<file path="src/pbrb_pkg.sv">
package pbrb_pkg;
  localparam logic [15:0] OFF_FRAME_BASE_0   = 16'hFF0C;
  localparam logic [15:0] OFF_FRAME_BASE_1   = 16'hFF10;
  localparam logic [15:0] OFF_DIRECT_ADDR    = 16'hFF14;
  localparam logic [15:0] OFF_DIRECT_DATA    = 16'hFF18;
  localparam logic [15:0] OFF_GP_PORT        = 16'hFF1C;
  localparam logic [15:0] OFF_TWO_WIRE       = 16'hFF20;
  localparam logic [15:0] OFF_WINDOW_SIZE    = 16'hFF24;
  localparam logic [15:0] OFF_DATA_OFFSETS   = 16'hFF28;
  localparam logic [15:0] OFF_HDEC_MASK      = 16'hFF2C;
  localparam logic [15:0] OFF_VDEC_MASK      = 16'hFF30;
  localparam logic [15:0] OFF_LINE_STRIDE    = 16'hFF34;
  localparam logic [15:0] OFF_FIFO_DATA      = 16'hFF40;
  localparam logic [15:0] OFF_IRQ_STATUS     = 16'hFF50;
  localparam logic [15:0] OFF_IRQ_CLEAR      = 16'hFF54;
  localparam logic [15:0] OFF_IRQ_ENABLE     = 16'hFF58;
  localparam logic [15:0] OFF_CONTROL        = 16'hFF5C;
  localparam int          FRAME_BASE_W       = 22;
  localparam int          DIRECT_ADDR_W      = 21;
  localparam int          DIRECT_TYPE_LSB    = 21;
  localparam int          DIRECT_TYPE_W      = 3;
  localparam int          GP_W               = 4;
  localparam int          GP_IN_LSB          = 4;
  localparam int          TW_CLK_BIT         = 0;
  localparam int          TW_DAT_BIT         = 1;
  localparam int          TW_CLK_SENSE_BIT   = 2;
  localparam int          TW_DAT_SENSE_BIT   = 3;
  localparam int          TW_ENABLE_BIT      = 4;
  localparam int          TW_MIRROR_LSB      = 8;
  localparam int          TW_MIRROR_W        = 5;
  localparam int          WIDTH_W            = 12;
  localparam int          HEIGHT_LSB         = 16;
  localparam int          HEIGHT_W           = 9;
  localparam int          VDEC_W             = 8;
  localparam int          STRIDE_W           = 12;
  localparam int          CTL_HOLD_START_BIT = 24;
  localparam int          IRQ_FIFO_BIT       = 0;
  localparam int          IRQ_START_BIT      = 1;
  localparam int          IRQ_W              = 2;
  localparam int          FIFO_DEPTH         = 4;
  localparam logic [31:0] RESET_ZERO         = 32'h0000_0000;
endpackage

</file>
<file path="src/pbrb_top.sv">
// The implementer's own choice: the APB slave port.
`timescale 1ns/1ns
`default_nettype none
module pbrb_top
  import pbrb_pkg::*;
#(
  parameter int DEPTH = pbrb_pkg::FIFO_DEPTH
) (
  input  wire logic        pclk,
  input  wire logic        presetn,
  input  wire logic        psel,
  input  wire logic        penable,
  input  wire logic        pwrite,
  input  wire logic [15:0] paddr,
  input  wire logic [31:0] pwdata,
  output logic      [31:0] prdata,
  output logic             pready,
  output logic             pslverr,
  output logic             irq,
  output logic      [3:0]  gp_out,
  input  wire logic [3:0]  gp_in,
  input  wire logic [4:0]  lane2_data,
  input  wire logic [7:0]  vdec_mask_in,
  input  wire logic        serial_clock_pin_in,
  output logic             serial_clock_pin_out,
  output logic             serial_clock_pin_oe,
  input  wire logic        serial_data_in,
  output logic             serial_data_out,
  output logic             serial_data_oe,
  input  wire logic        line_boundary,
  output logic      [21:0] capture_addr,
  output logic      [31:0] fifo_out_data,
  output logic             fifo_out_valid,
  input  wire logic        fifo_out_ready,
  output logic             fifo_full,
  output logic             fifo_empty
);
  import pbrb_pkg::*;

  localparam int PW = $clog2(DEPTH);

  typedef struct packed {
    logic [31:0]            prdata;
    logic                   pready;
    logic                   pslverr;
    logic [21:0]            base0;
    logic [21:0]            base1;
    logic [23:0]            daddr;
    logic [31:0]            ddata;
    logic [3:0]             gp;
    logic                   tw_clk;
    logic                   tw_dat;
    logic                   tw_en;
    logic                   hold_start;
    logic                   held;
    logic [11:0]            width;
    logic [8:0]             height;
    logic [11:0]            hoff;
    logic [8:0]             voff;
    logic [31:0]            hdec;
    logic [11:0]            stride;
    logic [21:0]            cap_addr;
    logic [1:0]             sync_clk_a;
    logic [1:0]             sync_clk_b;
    logic [1:0]             sync_dat_a;
    logic [1:0]             sync_dat_b;
    logic [3:0]             sync_gp_a;
    logic [3:0]             sync_gp_b;
    logic [4:0]             sync_l2_a;
    logic [4:0]             sync_l2_b;
    logic [7:0]             sync_vd_a;
    logic [7:0]             sync_vd_b;
    logic                   sync_lb_a;
    logic                   sync_lb_b;
    logic                   lb_prev;
    logic [IRQ_W-1:0]       status;
    logic [IRQ_W-1:0]       enable;
    logic                   irq;
    logic [DEPTH-1:0][31:0] mem;
    logic [PW:0]            wptr;
    logic [PW:0]            rptr;
  } pbrb_state_t;

  pbrb_state_t st;
  pbrb_state_t next_st;

  function automatic logic hit(input logic [15:0] a, input logic [15:0] off);
    return a == off;
  endfunction

  logic [PW:0] count;
  logic        wr_acc;
  logic        rd_acc;
  logic        start_seen;
  logic        push;
  logic        pop;
  logic        mapped;
  logic [IRQ_W-1:0] events;

  always_comb begin
    next_st = st;
    count   = st.wptr - st.rptr;
    wr_acc  = psel && penable && pwrite && !st.pready;
    rd_acc  = psel && penable && !pwrite && !st.pready;
    next_st.pready  = psel && penable && !st.pready;
    next_st.pslverr = 1'b0;
    // Synchronise every pin input through two flops, four for the serial clock and data
    next_st.sync_clk_a = {st.sync_clk_a[0], serial_clock_pin_in};
    next_st.sync_dat_a = {st.sync_dat_a[0], serial_data_in};
    next_st.sync_clk_b = {st.sync_clk_b[0], st.sync_clk_a[1]};
    next_st.sync_dat_b = {st.sync_dat_b[0], st.sync_dat_a[1]};
    next_st.sync_gp_a  = gp_in;
    next_st.sync_gp_b  = st.sync_gp_a;
    next_st.sync_l2_a  = lane2_data;
    next_st.sync_l2_b  = st.sync_l2_a;
    next_st.sync_vd_a  = vdec_mask_in;
    next_st.sync_vd_b  = st.sync_vd_a;
    next_st.sync_lb_a  = line_boundary;
    next_st.sync_lb_b  = st.sync_lb_a;
    next_st.lb_prev    = st.sync_lb_b;
    // Start: data falls while clock high, only while port enabled
    start_seen = st.tw_en && st.sync_clk_b[1] && st.sync_clk_b[0]
                 && st.sync_dat_b[1] && !st.sync_dat_b[0];
    if (start_seen && st.hold_start)
      next_st.held = 1'b1;
    // Line boundary steps the capture address by the stride
    if (st.sync_lb_b && !st.lb_prev)
      next_st.cap_addr = st.cap_addr + {10'h000, st.stride};
    // Output FIFO push and drain
    pop  = fifo_out_ready && (count != '0);
    push = wr_acc && hit(paddr, OFF_FIFO_DATA) && (count != (PW+1)'(DEPTH));
    if (push) begin
      next_st.mem[st.wptr[PW-1:0]] = pwdata;
      next_st.wptr = st.wptr + 1'b1;
    end
    if (pop)
      next_st.rptr = st.rptr + 1'b1;
    events = '0;
    events[IRQ_START_BIT] = start_seen;
    events[IRQ_FIFO_BIT]  = pop && (count == (PW+1)'(1));
    mapped = 1'b1;
    if (wr_acc) begin
      case (paddr)
        OFF_FRAME_BASE_0: next_st.base0 = pwdata[FRAME_BASE_W-1:0];
        OFF_FRAME_BASE_1: next_st.base1 = pwdata[FRAME_BASE_W-1:0];
        OFF_DIRECT_ADDR:  next_st.daddr = pwdata[23:0];
        OFF_DIRECT_DATA:  next_st.ddata = pwdata;
        OFF_GP_PORT:      next_st.gp = pwdata[GP_W-1:0];
        OFF_TWO_WIRE: begin
          next_st.tw_clk = pwdata[TW_CLK_BIT];
          next_st.tw_dat = pwdata[TW_DAT_BIT];
          next_st.tw_en  = pwdata[TW_ENABLE_BIT];
          // A start seen in the same cycle keeps the clock held
          if (pwdata[TW_CLK_BIT] && !(start_seen && st.hold_start))
            next_st.held = 1'b0;
        end
        OFF_WINDOW_SIZE: begin
          next_st.width  = pwdata[WIDTH_W-1:0];
          next_st.height = pwdata[HEIGHT_LSB +: HEIGHT_W];
        end
        OFF_DATA_OFFSETS: begin
          next_st.hoff = pwdata[WIDTH_W-1:0];
          next_st.voff = pwdata[HEIGHT_LSB +: HEIGHT_W];
        end
        OFF_HDEC_MASK:    next_st.hdec = pwdata;
        OFF_VDEC_MASK:    mapped = 1'b1;
        OFF_LINE_STRIDE:  next_st.stride = pwdata[STRIDE_W-1:0];
        OFF_FIFO_DATA:    mapped = 1'b1;
        OFF_IRQ_STATUS:   mapped = 1'b1;
        OFF_IRQ_CLEAR:    next_st.status = st.status & ~pwdata[IRQ_W-1:0];
        OFF_IRQ_ENABLE:   next_st.enable = pwdata[IRQ_W-1:0];
        OFF_CONTROL: begin
          next_st.hold_start = pwdata[CTL_HOLD_START_BIT];
          next_st.cap_addr   = pwdata[0] ? st.base1 : st.base0;
        end
        default:          mapped = 1'b0;
      endcase
      next_st.pslverr = !mapped;
    end
    // Set wins over clear
    next_st.status = next_st.status | events;
    next_st.irq    = |(next_st.status & st.enable);
    if (rd_acc) begin
      next_st.prdata = RESET_ZERO;
      case (paddr)
        OFF_FRAME_BASE_0: next_st.prdata[FRAME_BASE_W-1:0] = st.base0;
        OFF_FRAME_BASE_1: next_st.prdata[FRAME_BASE_W-1:0] = st.base1;
        OFF_DIRECT_ADDR:  next_st.prdata[23:0] = st.daddr;
        OFF_DIRECT_DATA:  next_st.prdata = st.ddata;
        OFF_GP_PORT: begin
          next_st.prdata[GP_W-1:0]         = st.gp;
          next_st.prdata[GP_IN_LSB +: GP_W] = st.sync_gp_b;
        end
        OFF_TWO_WIRE: begin
          next_st.prdata[TW_CLK_BIT]       = st.tw_clk;
          next_st.prdata[TW_DAT_BIT]       = st.tw_dat;
          next_st.prdata[TW_CLK_SENSE_BIT] = st.sync_clk_a[1];
          next_st.prdata[TW_DAT_SENSE_BIT] = st.sync_dat_a[1];
          next_st.prdata[TW_ENABLE_BIT]    = st.tw_en;
          next_st.prdata[TW_MIRROR_LSB +: TW_MIRROR_W] = st.sync_l2_b;
        end
        OFF_WINDOW_SIZE: begin
          next_st.prdata[WIDTH_W-1:0]           = st.width;
          next_st.prdata[HEIGHT_LSB +: HEIGHT_W] = st.height;
        end
        OFF_DATA_OFFSETS: begin
          next_st.prdata[WIDTH_W-1:0]           = st.hoff;
          next_st.prdata[HEIGHT_LSB +: HEIGHT_W] = st.voff;
        end
        OFF_HDEC_MASK:    next_st.prdata = st.hdec;
        OFF_VDEC_MASK:    next_st.prdata[VDEC_W-1:0] = st.sync_vd_b;
        OFF_LINE_STRIDE:  next_st.prdata[STRIDE_W-1:0] = st.stride;
        OFF_FIFO_DATA:    next_st.prdata = {{(31-PW){1'b0}}, count};
        OFF_IRQ_STATUS:   next_st.prdata[IRQ_W-1:0] = st.status;
        OFF_IRQ_CLEAR:    next_st.prdata = RESET_ZERO;
        OFF_IRQ_ENABLE:   next_st.prdata[IRQ_W-1:0] = st.enable;
        OFF_CONTROL: begin
          next_st.prdata[CTL_HOLD_START_BIT] = st.hold_start;
          next_st.prdata[1]                  = st.held;
        end
        default:          next_st.pslverr = 1'b1;
      endcase
    end
  end

  always_ff @(posedge pclk or negedge presetn) begin
    if (!presetn) begin
      st        <= '0;
      st.tw_clk <= 1'b1;
      st.tw_dat <= 1'b1;
      st.sync_clk_a <= 2'h3;
      st.sync_clk_b <= 2'h3;
      st.sync_dat_a <= 2'h3;
      st.sync_dat_b <= 2'h3;
    end else begin
      st <= next_st;
    end
  end

  // Pins: open drain, enable high while pulling low
  logic [PW:0] occ;
  always_comb begin
    occ = st.wptr - st.rptr;
  end

  always_comb begin
    prdata               = st.prdata;
    pready               = st.pready;
    pslverr              = st.pslverr;
    irq                  = st.irq;
    gp_out               = st.gp;
    serial_clock_pin_out = 1'b0;
    serial_clock_pin_oe  = st.tw_en && (!st.tw_clk || st.held);
    serial_data_out      = 1'b0;
    serial_data_oe       = st.tw_en && !st.tw_dat;
    capture_addr         = st.cap_addr;
    fifo_out_data        = st.mem[st.rptr[PW-1:0]];
    fifo_out_valid       = occ != '0;
    fifo_full            = occ == (PW+1)'(DEPTH);
    fifo_empty           = occ == '0;
  end
endmodule
`default_nettype wire

</file>
<file path="config.mk">
export PLATFORM = sky130hd
export DESIGN_NAME = pbrb_top
export DESIGN_NICKNAME = d
export VERILOG_FILES = /design/src/pbrb_pkg.sv /design/src/pbrb_top.sv
export SDC_FILE = /design/constraint.sdc
export NUM_CORES = 1
export LEC_CHECK = 0
export ABC_AREA = 1
export BUFFER_PORTS_ARGS = -buffer_cell sky130_fd_sc_hd__buf_4
export CORE_MARGIN = 8
export CORE_UTILIZATION = 45
export CTS_BUF_LIST = sky130_fd_sc_hd__clkbuf_16
export CTS_CLUSTER_SIZE = 8
export DETAILED_ROUTE_END_ITERATION = 12
export PLACE_DENSITY = 0.7
export SYNTH_ARGS = -nofsm -noshare
export SYNTH_HDL_FRONTEND = slang
export SYNTH_SLANG_ARGS = --single-unit
</file>
<file path="constraint.sdc">
create_clock -name pclk -period 6.3 [get_ports pclk]
set_clock_uncertainty 0.1 [all_clocks]
set_input_delay 0.945 -clock pclk [delete_from_list [all_inputs] [get_ports pclk]]
set_output_delay 0.945 -clock pclk [all_outputs]
set_load 0.005 [all_outputs]
</file>
* After elaboration in Yosys (flattened, before gate mapping)
Index checks and enable logic that the tools add are counted. Widths: inputs -> output; s select.
Storage, ports and cells: bits of input ports 74, register bits after elaboration 435, word-level logic and storage cells 158, output and inout bits 100
Cells by class: multiplexer cells 41, add/sub/neg operators 4, equal/unequal tests 19, reduce and logical (&&, ||, !) cells 45, order comparisons 3, bitwise logic cells 4
Operators by type and width (number):
- $eq 16x16->1 const B | 16
- $mux 218 | 1
- $bwmux 128 | 1
- $mux 32 | 4
- $mux 22 | 5
- $bmux 32 s2 | 1
- $demux 32 s2 | 1
- $mux 21 | 2
- $pmux 6 s7 | 1
- $pmux 3 s12 | 1
- $pmux 4 s9 | 1
- $pmux 3 s10 | 1
- $mux 24 | 1
- $reduce_and 2->1 | 12
- $add 22x12->22 | 1
- $logic_and 1x1->1 | 20
- $reduce_or 16->1 | 1
- $pmux 1 s15 | 1
- $pmux 3 s5 | 1
- $pmux 1 s14 | 1
- $pmux 7 s2 | 1
- $mux 12 | 1
- $pmux 2 s5 | 1
- $logic_not 1->1 | 8
- other kinds (20) | 32

* Longest topological paths before layout
Gate-level depths: netlist of run 1.
depth in word-level cells 12, depth in mapped cells 14, depth with buffers taken out 13

* Least setup slack after synthesis of run 1
No wires, ideal clock.
path kind register to output, start reg st[1] (netlist name), end out fifo_full, setup slack 3.561 ns, data arrival time 1.694 ns, required time 5.255 ns, stages on the path, launching flop included 9, cell sequence dfrtp_1 inv_1 clkbuf_1 fa_1 xnor2_1 nand2_1 nand2_1 nand3_1 inv_2
Between the ends: cells in the longest elaborated chain, start to end 2
Ends and longest elaborated chain:
- start: declaration | line pbrb_top.sv:84 | pbrb_state_t st;
- start signal: assignment | line pbrb_top.sv:236 | st <= next_st;
- $sub 3x3->3 | line pbrb_top.sv:243 | occ = st.wptr - st.rptr;
- $eq 3x3->1 | line pbrb_top.sv:259 | fifo_full = occ == (PW+1)'(DEPTH);
- end: declaration | line pbrb_top.sv:35 | output logic fifo_full,
Every way passes these cells.

* Final worst setup path of run 1
start reg st[0] (netlist name), end out fifo_full
Same word-level chain as after synthesis.

==> flow_summary.ini, run 1 <==
[worst_setup_path]
crit_path_end_kind = output port
critical_path_class = reg2out
crit_slowest_cell = sky130_fd_sc_hd__buf_4
worst_path_largest_cell_delay_ns = 0.58
crit_required_ns = 5.25
timing.critical_path.cells = buf_4 -> ha_1 -> inv_1 -> fa_1 -> xnor2_1 -> nand2_1 -> nand2_1 -> nand3_1 -> inv_2 -> buf_4
critPathLaunchType = flop
critical_path.n_buffers_inverters = 4
worstPathArrival_ns = 3.16
worstReg2RegStart = st[0]$_DFFE_PN0P_
r2r_worst_path_depth = 13
path_max_fanout = 66
cp_top_family = buffers and inverters
rr_endpoint = st[88]$_DFFE_PN0P_
regToRegSetupSlack_ns = 2.88

[place]
detailedPlacementHpwl_um = 38700
post-place-ws_ns = 2.21
dp_cells = 3029
buffer_ports.inserted = 171
globalplace.congestion = 0.895

[clocking]
clk_path_buf_depth = 3
worstSkewPairLatency_ns = 0.63
cts_setup_buffers = 0
cts.reportedPaths.clkPinSlew_ns = 0.05
cts_buffers = 60
clock_tree.htree_level_count = 2
tritoncts = built
cts_repair_resize_count = 0
cts_root_buf = sky130_fd_sc_hd__clkbuf_16
tritoncts_num_sinks = 435
cts_hold_repair.buffers = 0

[die]
fp.dieArea_sq_um = 52400
floorplan.die.width_um = 229
num_io_pins = 174
row_count = 78
start_util_pct = 45.3
die_h_um = 229
placeableCoreArea_sq_um = 45100

[global_route]
globalRoute.totalOverflow = 0
grt_start_max_net_pins = 146
initial_antenna_violation_count = 2
global_route_wire_length_before_repair_um = 92600
first_global_vias = 16300
grt_usage_pct = 21.9

[route]
dr.pass1.iters = 7
routed_wirelength_um = 58400
remaining_antenna_violation_count_after_routing = 0
drt_iter0_drcs = 1985
detailroute.via_count = 17000
drt-vias-per-instance = 5.45
detail_route.wl_per_cell_um = 18.7
drcViolationCount = 0

[synthesis]
synth-async-reset-ratio_pct = 100
count_of_mapped_cells_out_of_synthesis = 2440
post_synth_instance_area_sq_um = 20400
synth_top_cell_by_area = sky130_fd_sc_hd__dfrtp_1
synth.ff_latch_count = 435
number_of_enable_flip_flop_cells_after_synthesis = 0
synth.yosys.seq_area_share_pct = 53.4
synth.lib_cells_used.distinct = 40
synth_flop_cell = sky130_fd_sc_hd__dfrtp_1
yosys_warn_count = 0
synth_largest_type_area_fraction_pct = 52.1
largest_cells_by_area_after_synthesis = sky130_fd_sc_hd__dfrtp_1, sky130_fd_sc_hd__nand2_1, sky130_fd_sc_hd__o21ai_0, sky130_fd_sc_hd__nand3_1, sky130_fd_sc_hd__o21ai_1
syn-mean-instance-area_sq_um = 8.37

[finish]
multi_input_area_sq_um = 7840
layout_commonest_cell = sky130_fd_sc_hd__nand2_1
post_layout_nonfiller_instances = 3119
final_layout_size_suffix_gt1_share_pct = 12.7
syn_to_final_growth_pct = 13.2
layout.cells.most_common_list = sky130_fd_sc_hd__nand2_1, sky130_fd_sc_hd__dfrtp_1, sky130_fd_sc_hd__o21ai_0
fillers = 4185
final-seq-area_sq_um = 10900
design.final.nets = 2585

[timing]
timing.slew.headroom_pct = 22.8
maxClockFrequency_mhz = 238
worst_slack_ns = 2.09
grt_setup_unrepaired = no
report.final.slew_viol_count = 0
period_needed_ns = 4.21
timing.setup.tns_ns = 0
period_share_pct = 66.8
setup_viol = 0
total_count_of_hold_check_failures_in_the_final_report = 0
worst-slew-pin-transition_ns = 1.16

[power]
report.power.total_w = 0.00701
total_leakage_power_nw = 11.3
irDropWorstVdd_mv = 0.224
powerDensity_nw_per_um2 = 303

[status]
outcome = finished clean

[hold_path]
hold_class = in2async

[job]
cap_viol_max_count = 0
## report_power, final
part           switching, W  internal (W)
logic              0.000778      0.000484
clock network       0.00117       0.00168
registers         0.0000359       0.00286
total               0.00199       0.00502
## cell type report
cell class | instances | share of cell area [%]
timing repair buffer | 193 | 6.41
clock inverter | 29 | 0.628
multi-input combinational | 1671 | 33.9
tap | 600 | 3.25
clock buffer | 60 | 6.50
antenna | 1 | 0.0108
inverter | 130 | 2.11
sequential | 435 | 47.2
## cells in the mapped netlist (all sizes together), types with 3 or more instances
master and count:
nand2 727, o21ai 436, dfrtp 425, nand3 194, nor2 164, inv 130
buf 116, clkbuf 89, o22ai 36, a21oi 22, nand4 19, ha 18
a31oi 11, dfstp 10, nor3 9, xor2 9, mux2i 5, nand3b 5
nor4 3
## state kept, by name, indices dropped and copies added, names as in the netlist
| signal | count |
|---|---|
| prdata | 32 |
| gp_out | 4 |
| capture_addr | 22 |
| next_st | 25 |
| st | 349 |
| pready | 1 |
| pslverr | 1 |
| irq | 1 |
## how the worst max path moves through the flow
stage / endpoint / cells past startpoint / start
3_3_place_gp: st[359]$_DFFE_PN0P_ / 10 / paddr[13]
4_1_cts: fifo_full / 10 / st[0]$_DFFE_PN0P_
3_5_place_dp: st[375]$_DFFE_PN0P_ / 10 / paddr[14]
5_1_grt: fifo_full / 10 / st[0]$_DFFE_PN0P_
6_report: fifo_full / 10 / st[0]$_DFFE_PN0P_
2_1_floorplan: fifo_full / 8 / st[1]$_DFFE_PN0P_
## routing by layer
| metal | global-route usage, % | vias up | wire [um] |
|---|---|---|---|
| met5 | 0 | - | 26 |
| met4 | 6.91 | 4 | 1400 |
| met3 | 3.84 | 108 | 4440 |
| met2 | 33.3 | 677 | 26300 |
| met1 | 31.5 | 8195 | 26200 |
| li1 | - | 8002 | - |
## kinds of logic (layout without fill, tap and decap cells)
| group | count (synthesis) | after routing | share of synthesized area, % |
|---|---|---|---|
| compound gates | 509 | 509 | 13.1 |
| xor+xnor | 11 | 11 | 0.472 |
| fa+ha+maj | 20 | 20 | 1.30 |
| buf+inv | 335 | 412 | 8.27 |
| flops | 435 | 435 | 53.4 |
| mux | 5 | 5 | 0.245 |
| other cells | 1 | 3 | 0.0184 |
| simple gates | 1124 | 1124 | 23.2 |
## worst reg2reg max path, stage by stage (launching register included)
cell                      delay, ns
sky130_fd_sc_hd__dfrtp_2       0.35
sky130_fd_sc_hd__buf_4         0.58
sky130_fd_sc_hd__ha_1          0.28
sky130_fd_sc_hd__inv_1         0.05
sky130_fd_sc_hd__fa_1          0.41
sky130_fd_sc_hd__xor2_1        0.19
sky130_fd_sc_hd__nand2_1       0.09
sky130_fd_sc_hd__nand2_1       0.12
sky130_fd_sc_hd__nand3_1       0.14
sky130_fd_sc_hd__inv_2         0.10
sky130_fd_sc_hd__nor2_8        0.28
sky130_fd_sc_hd__nand2_8       0.33
sky130_fd_sc_hd__nand2_1       0.22
sky130_fd_sc_hd__o21ai_2       0.07
## stage by stage
| step | hold slack (ns) | utilization, % | cell area (sq um) |
|---|---|---|---|
| CTS | 0.239 | 51.2 | 23100 |
| global route | 0.250 | 51.2 | 23100 |
| global placement | 0.236 | 47.6 | 21500 |
| detailed placement | 0.236 | 47.6 | 21500 |
| floorplan | 0.231 | - | 20400 |
| finish | 0.217 | 51.3 | 23100 |
No activity file was read; power rests on OpenSTA's default activity.
==> inputs of run 2 (changes only) <==
--- a/config.mk
+++ b/config.mk
@@ -12,7 +12,7 @@
 export CTS_BUF_LIST = sky130_fd_sc_hd__clkbuf_16
 export CTS_CLUSTER_SIZE = 8
 export DETAILED_ROUTE_END_ITERATION = 12
-export PLACE_DENSITY = 0.7
+export PLACE_DENSITY = 0.72
 export SYNTH_ARGS = -nofsm -noshare
 export SYNTH_HDL_FRONTEND = slang
 export SYNTH_SLANG_ARGS = --single-unit
==> constraint.sdc (replaced) <==
create_clock -name pclk -period 3.51 [get_ports pclk]
set_clock_uncertainty 0.1 [all_clocks]
set_input_delay 0.5265 -clock pclk [delete_from_list [all_inputs] [get_ports pclk]]
set_output_delay 0.5265 -clock pclk [all_outputs]
set_load 0.005 [all_outputs]
==> run 2 against run 1 <==
Net effect:
- core utilization grew 1.0 points
- global-route usage grew 0.35 points
- first-iteration DRC count shrank 9.6%
- count of clock-buffer cells in the layout grew 1
- sequential power grew 80%
- final area grew 1.9%
- clock power grew 84%
- critical endpoint is now fifo_out_data[17]
- worst setup slack lost 1.8 ns
- highest routed layer unchanged
- critical path depth shrank 4
==> flow_summary.ini, run 2 (synthesis results as in run 1) <==
[status]
outcome = finished clean

[worst_setup_path]
worstPathArrival_ns = 2.59
critical_path_class = reg2out
crit_path_end_kind = output port
critPathLaunchType = flop
path_max_fanout = 66
crit_required_ns = 2.88

[place]
detailedPlacementHpwl_um = 40000
globalplace.congestion = 0.875
buffer_ports.inserted = 171

[finish]
largest_register = st
layout_commonest_cell = sky130_fd_sc_hd__nand2_1
antenna_cells = 0
number_of_flip_flops_in_the_largest_register = 349
fillers = 4211
syn_to_final_growth_pct = 15.4
layout.cells.most_common_list = sky130_fd_sc_hd__nand2_1, sky130_fd_sc_hd__dfrtp_1, sky130_fd_sc_hd__o21ai_0
multi_input_area_sq_um = 7840
design.final.nets = 2628
final-seq-area_sq_um = 10900
final_layout_size_suffix_gt1_share_pct = 13.4

[timing]
grt_setup_unrepaired = no
timing.slew.headroom_pct = 29.3
report.final.slew_viol_count = 0
maxClockFrequency_mhz = 311
setup_viol = 0
worst-slew-pin-transition_ns = 1.06
timing.setup.tns_ns = 0
period_needed_ns = 3.22
period_share_pct = 91.7
total_count_of_hold_check_failures_in_the_final_report = 0

[route]
detail_route.wl_per_cell_um = 18.7
remaining_antenna_violation_count_after_routing = 0
drt-vias-per-instance = 5.48
drt_iter0_drcs = 1795
detailroute.via_count = 17300
dr.pass1.iters = 7
drcViolationCount = 0
routed_wirelength_um = 59300

[clocking]
clock_tree.htree_level_count = 2
tritoncts_num_sinks = 435
cts.reportedPaths.clkPinSlew_ns = 0.05
worstSkewPairLatency_ns = 0.63
cts_root_buf = sky130_fd_sc_hd__clkbuf_16
cts_repair_resize_count = 0
tritoncts = built
clk_path_buf_depth = 3
cts_buffers = 61

[die]
row_count = 78
placeableCoreArea_sq_um = 45100
num_io_pins = 174
fp.dieArea_sq_um = 52400
die_h_um = 229
start_util_pct = 45.3
floorplan.die.width_um = 229

[hold_path]
hold_class = in2reg

[global_route]
initial_antenna_violation_count = 3
grt_start_max_net_pins = 109
first_global_vias = 16800
globalRoute.totalOverflow = 0
grt_usage_pct = 22.2
global_route_wire_length_before_repair_um = 94200

[job]
cap_viol_max_count = 0

[power]
report.power.total_w = 0.0128
total_leakage_power_nw = 11.5
irDropWorstVdd_mv = 0.455
powerDensity_nw_per_um2 = 541
## run 2: final timing paths
path / startpoint / endpoint / slack (ns) / cells past startpoint
setup / recovery: st[0]$_DFFE_PN0P_ / fifo_out_data[17] / 0.29 / 6
hold / removal: fifo_out_ready / st[137]$_DFF_PN0_ / 0.11 / 3
setup reg to reg: st[3]$_DFFE_PN0P_ / st[107]$_DFFE_PN0P_ / 0.71 / 13
hold reg to reg: next_st[160]$_DFF_PN0_ / st[160]$_DFF_PN0_ / 0.25 / 0
max in group asynchronous: presetn / st[296]$_DFFE_PN1P_ / 1.86 / 3
min in group asynchronous: presetn / st[45]$_DFFE_PN0P_ / 0.45 / 2
## run 2: where the power goes
group          internal (W)  switching (W)  total, W
clock               0.00307        0.00216   0.00523
sequential          0.00513      0.0000640   0.00519
combinational      0.000905        0.00142   0.00233
total               0.00911        0.00364    0.0128
## run 2: metal layers
metal | GRT usage, % | part of all wire (%)
met5 | 0 | 0.042
met1 | 31.0 | 43
met3 | 4.89 | 8.7
met4 | 6.97 | 2.5
met2 | 34.3 | 45
## run 2: stage by stage
| step | worst slack [ns] | instance area, sq um | instances | util [%] | hold WS (ns) |
|---|---|---|---|---|---|
| 2_1_floorplan | 0.983 | 20400 | 2441 | - | 0.131 |
| 3_5_place_dp | 0.533 | 21700 | 3050 | 48.0 | 0.237 |
| 3_3_place_gp | 0.588 | 21700 | 3050 | 48.0 | 0.236 |
| 5_1_grt | 0.198 | 23600 | 3164 | 52.2 | 0.113 |
| 4_1_cts | 0.306 | 23600 | 3164 | 52.2 | 0.0690 |
| 6_report | 0.292 | 23600 | 3164 | 52.2 | 0.110 |
## run 2: layout make-up
type | instances | share of cell area [%]
Tap cell | 600 | 3.19
Inverter | 130 | 2.07
Clock inverter | 32 | 0.717
Clock buffer | 61 | 6.48
Sequential cell | 435 | 46.3
Timing Repair Buffer | 235 | 8.01
Multi-Input combinational cell | 1671 | 33.3
## run 2: worst max-delay path, cell delays in order, from the launching register on
cell and delay, ns:
sky130_fd_sc_hd__dfrtp_2 0.40, sky130_fd_sc_hd__buf_4 0.32, sky130_fd_sc_hd__inv_1 0.15, sky130_fd_sc_hd__buf_4 0.34, sky130_fd_sc_hd__o21ai_0 0.15, sky130_fd_sc_hd__o22ai_1 0.36
sky130_fd_sc_hd__buf_4 0.20
## run 2: repair_timing
item	4_1_cts	5_1_grt
buffers inserted	0	0
hold buffers	21	0
hold endpoints to repair	99	0
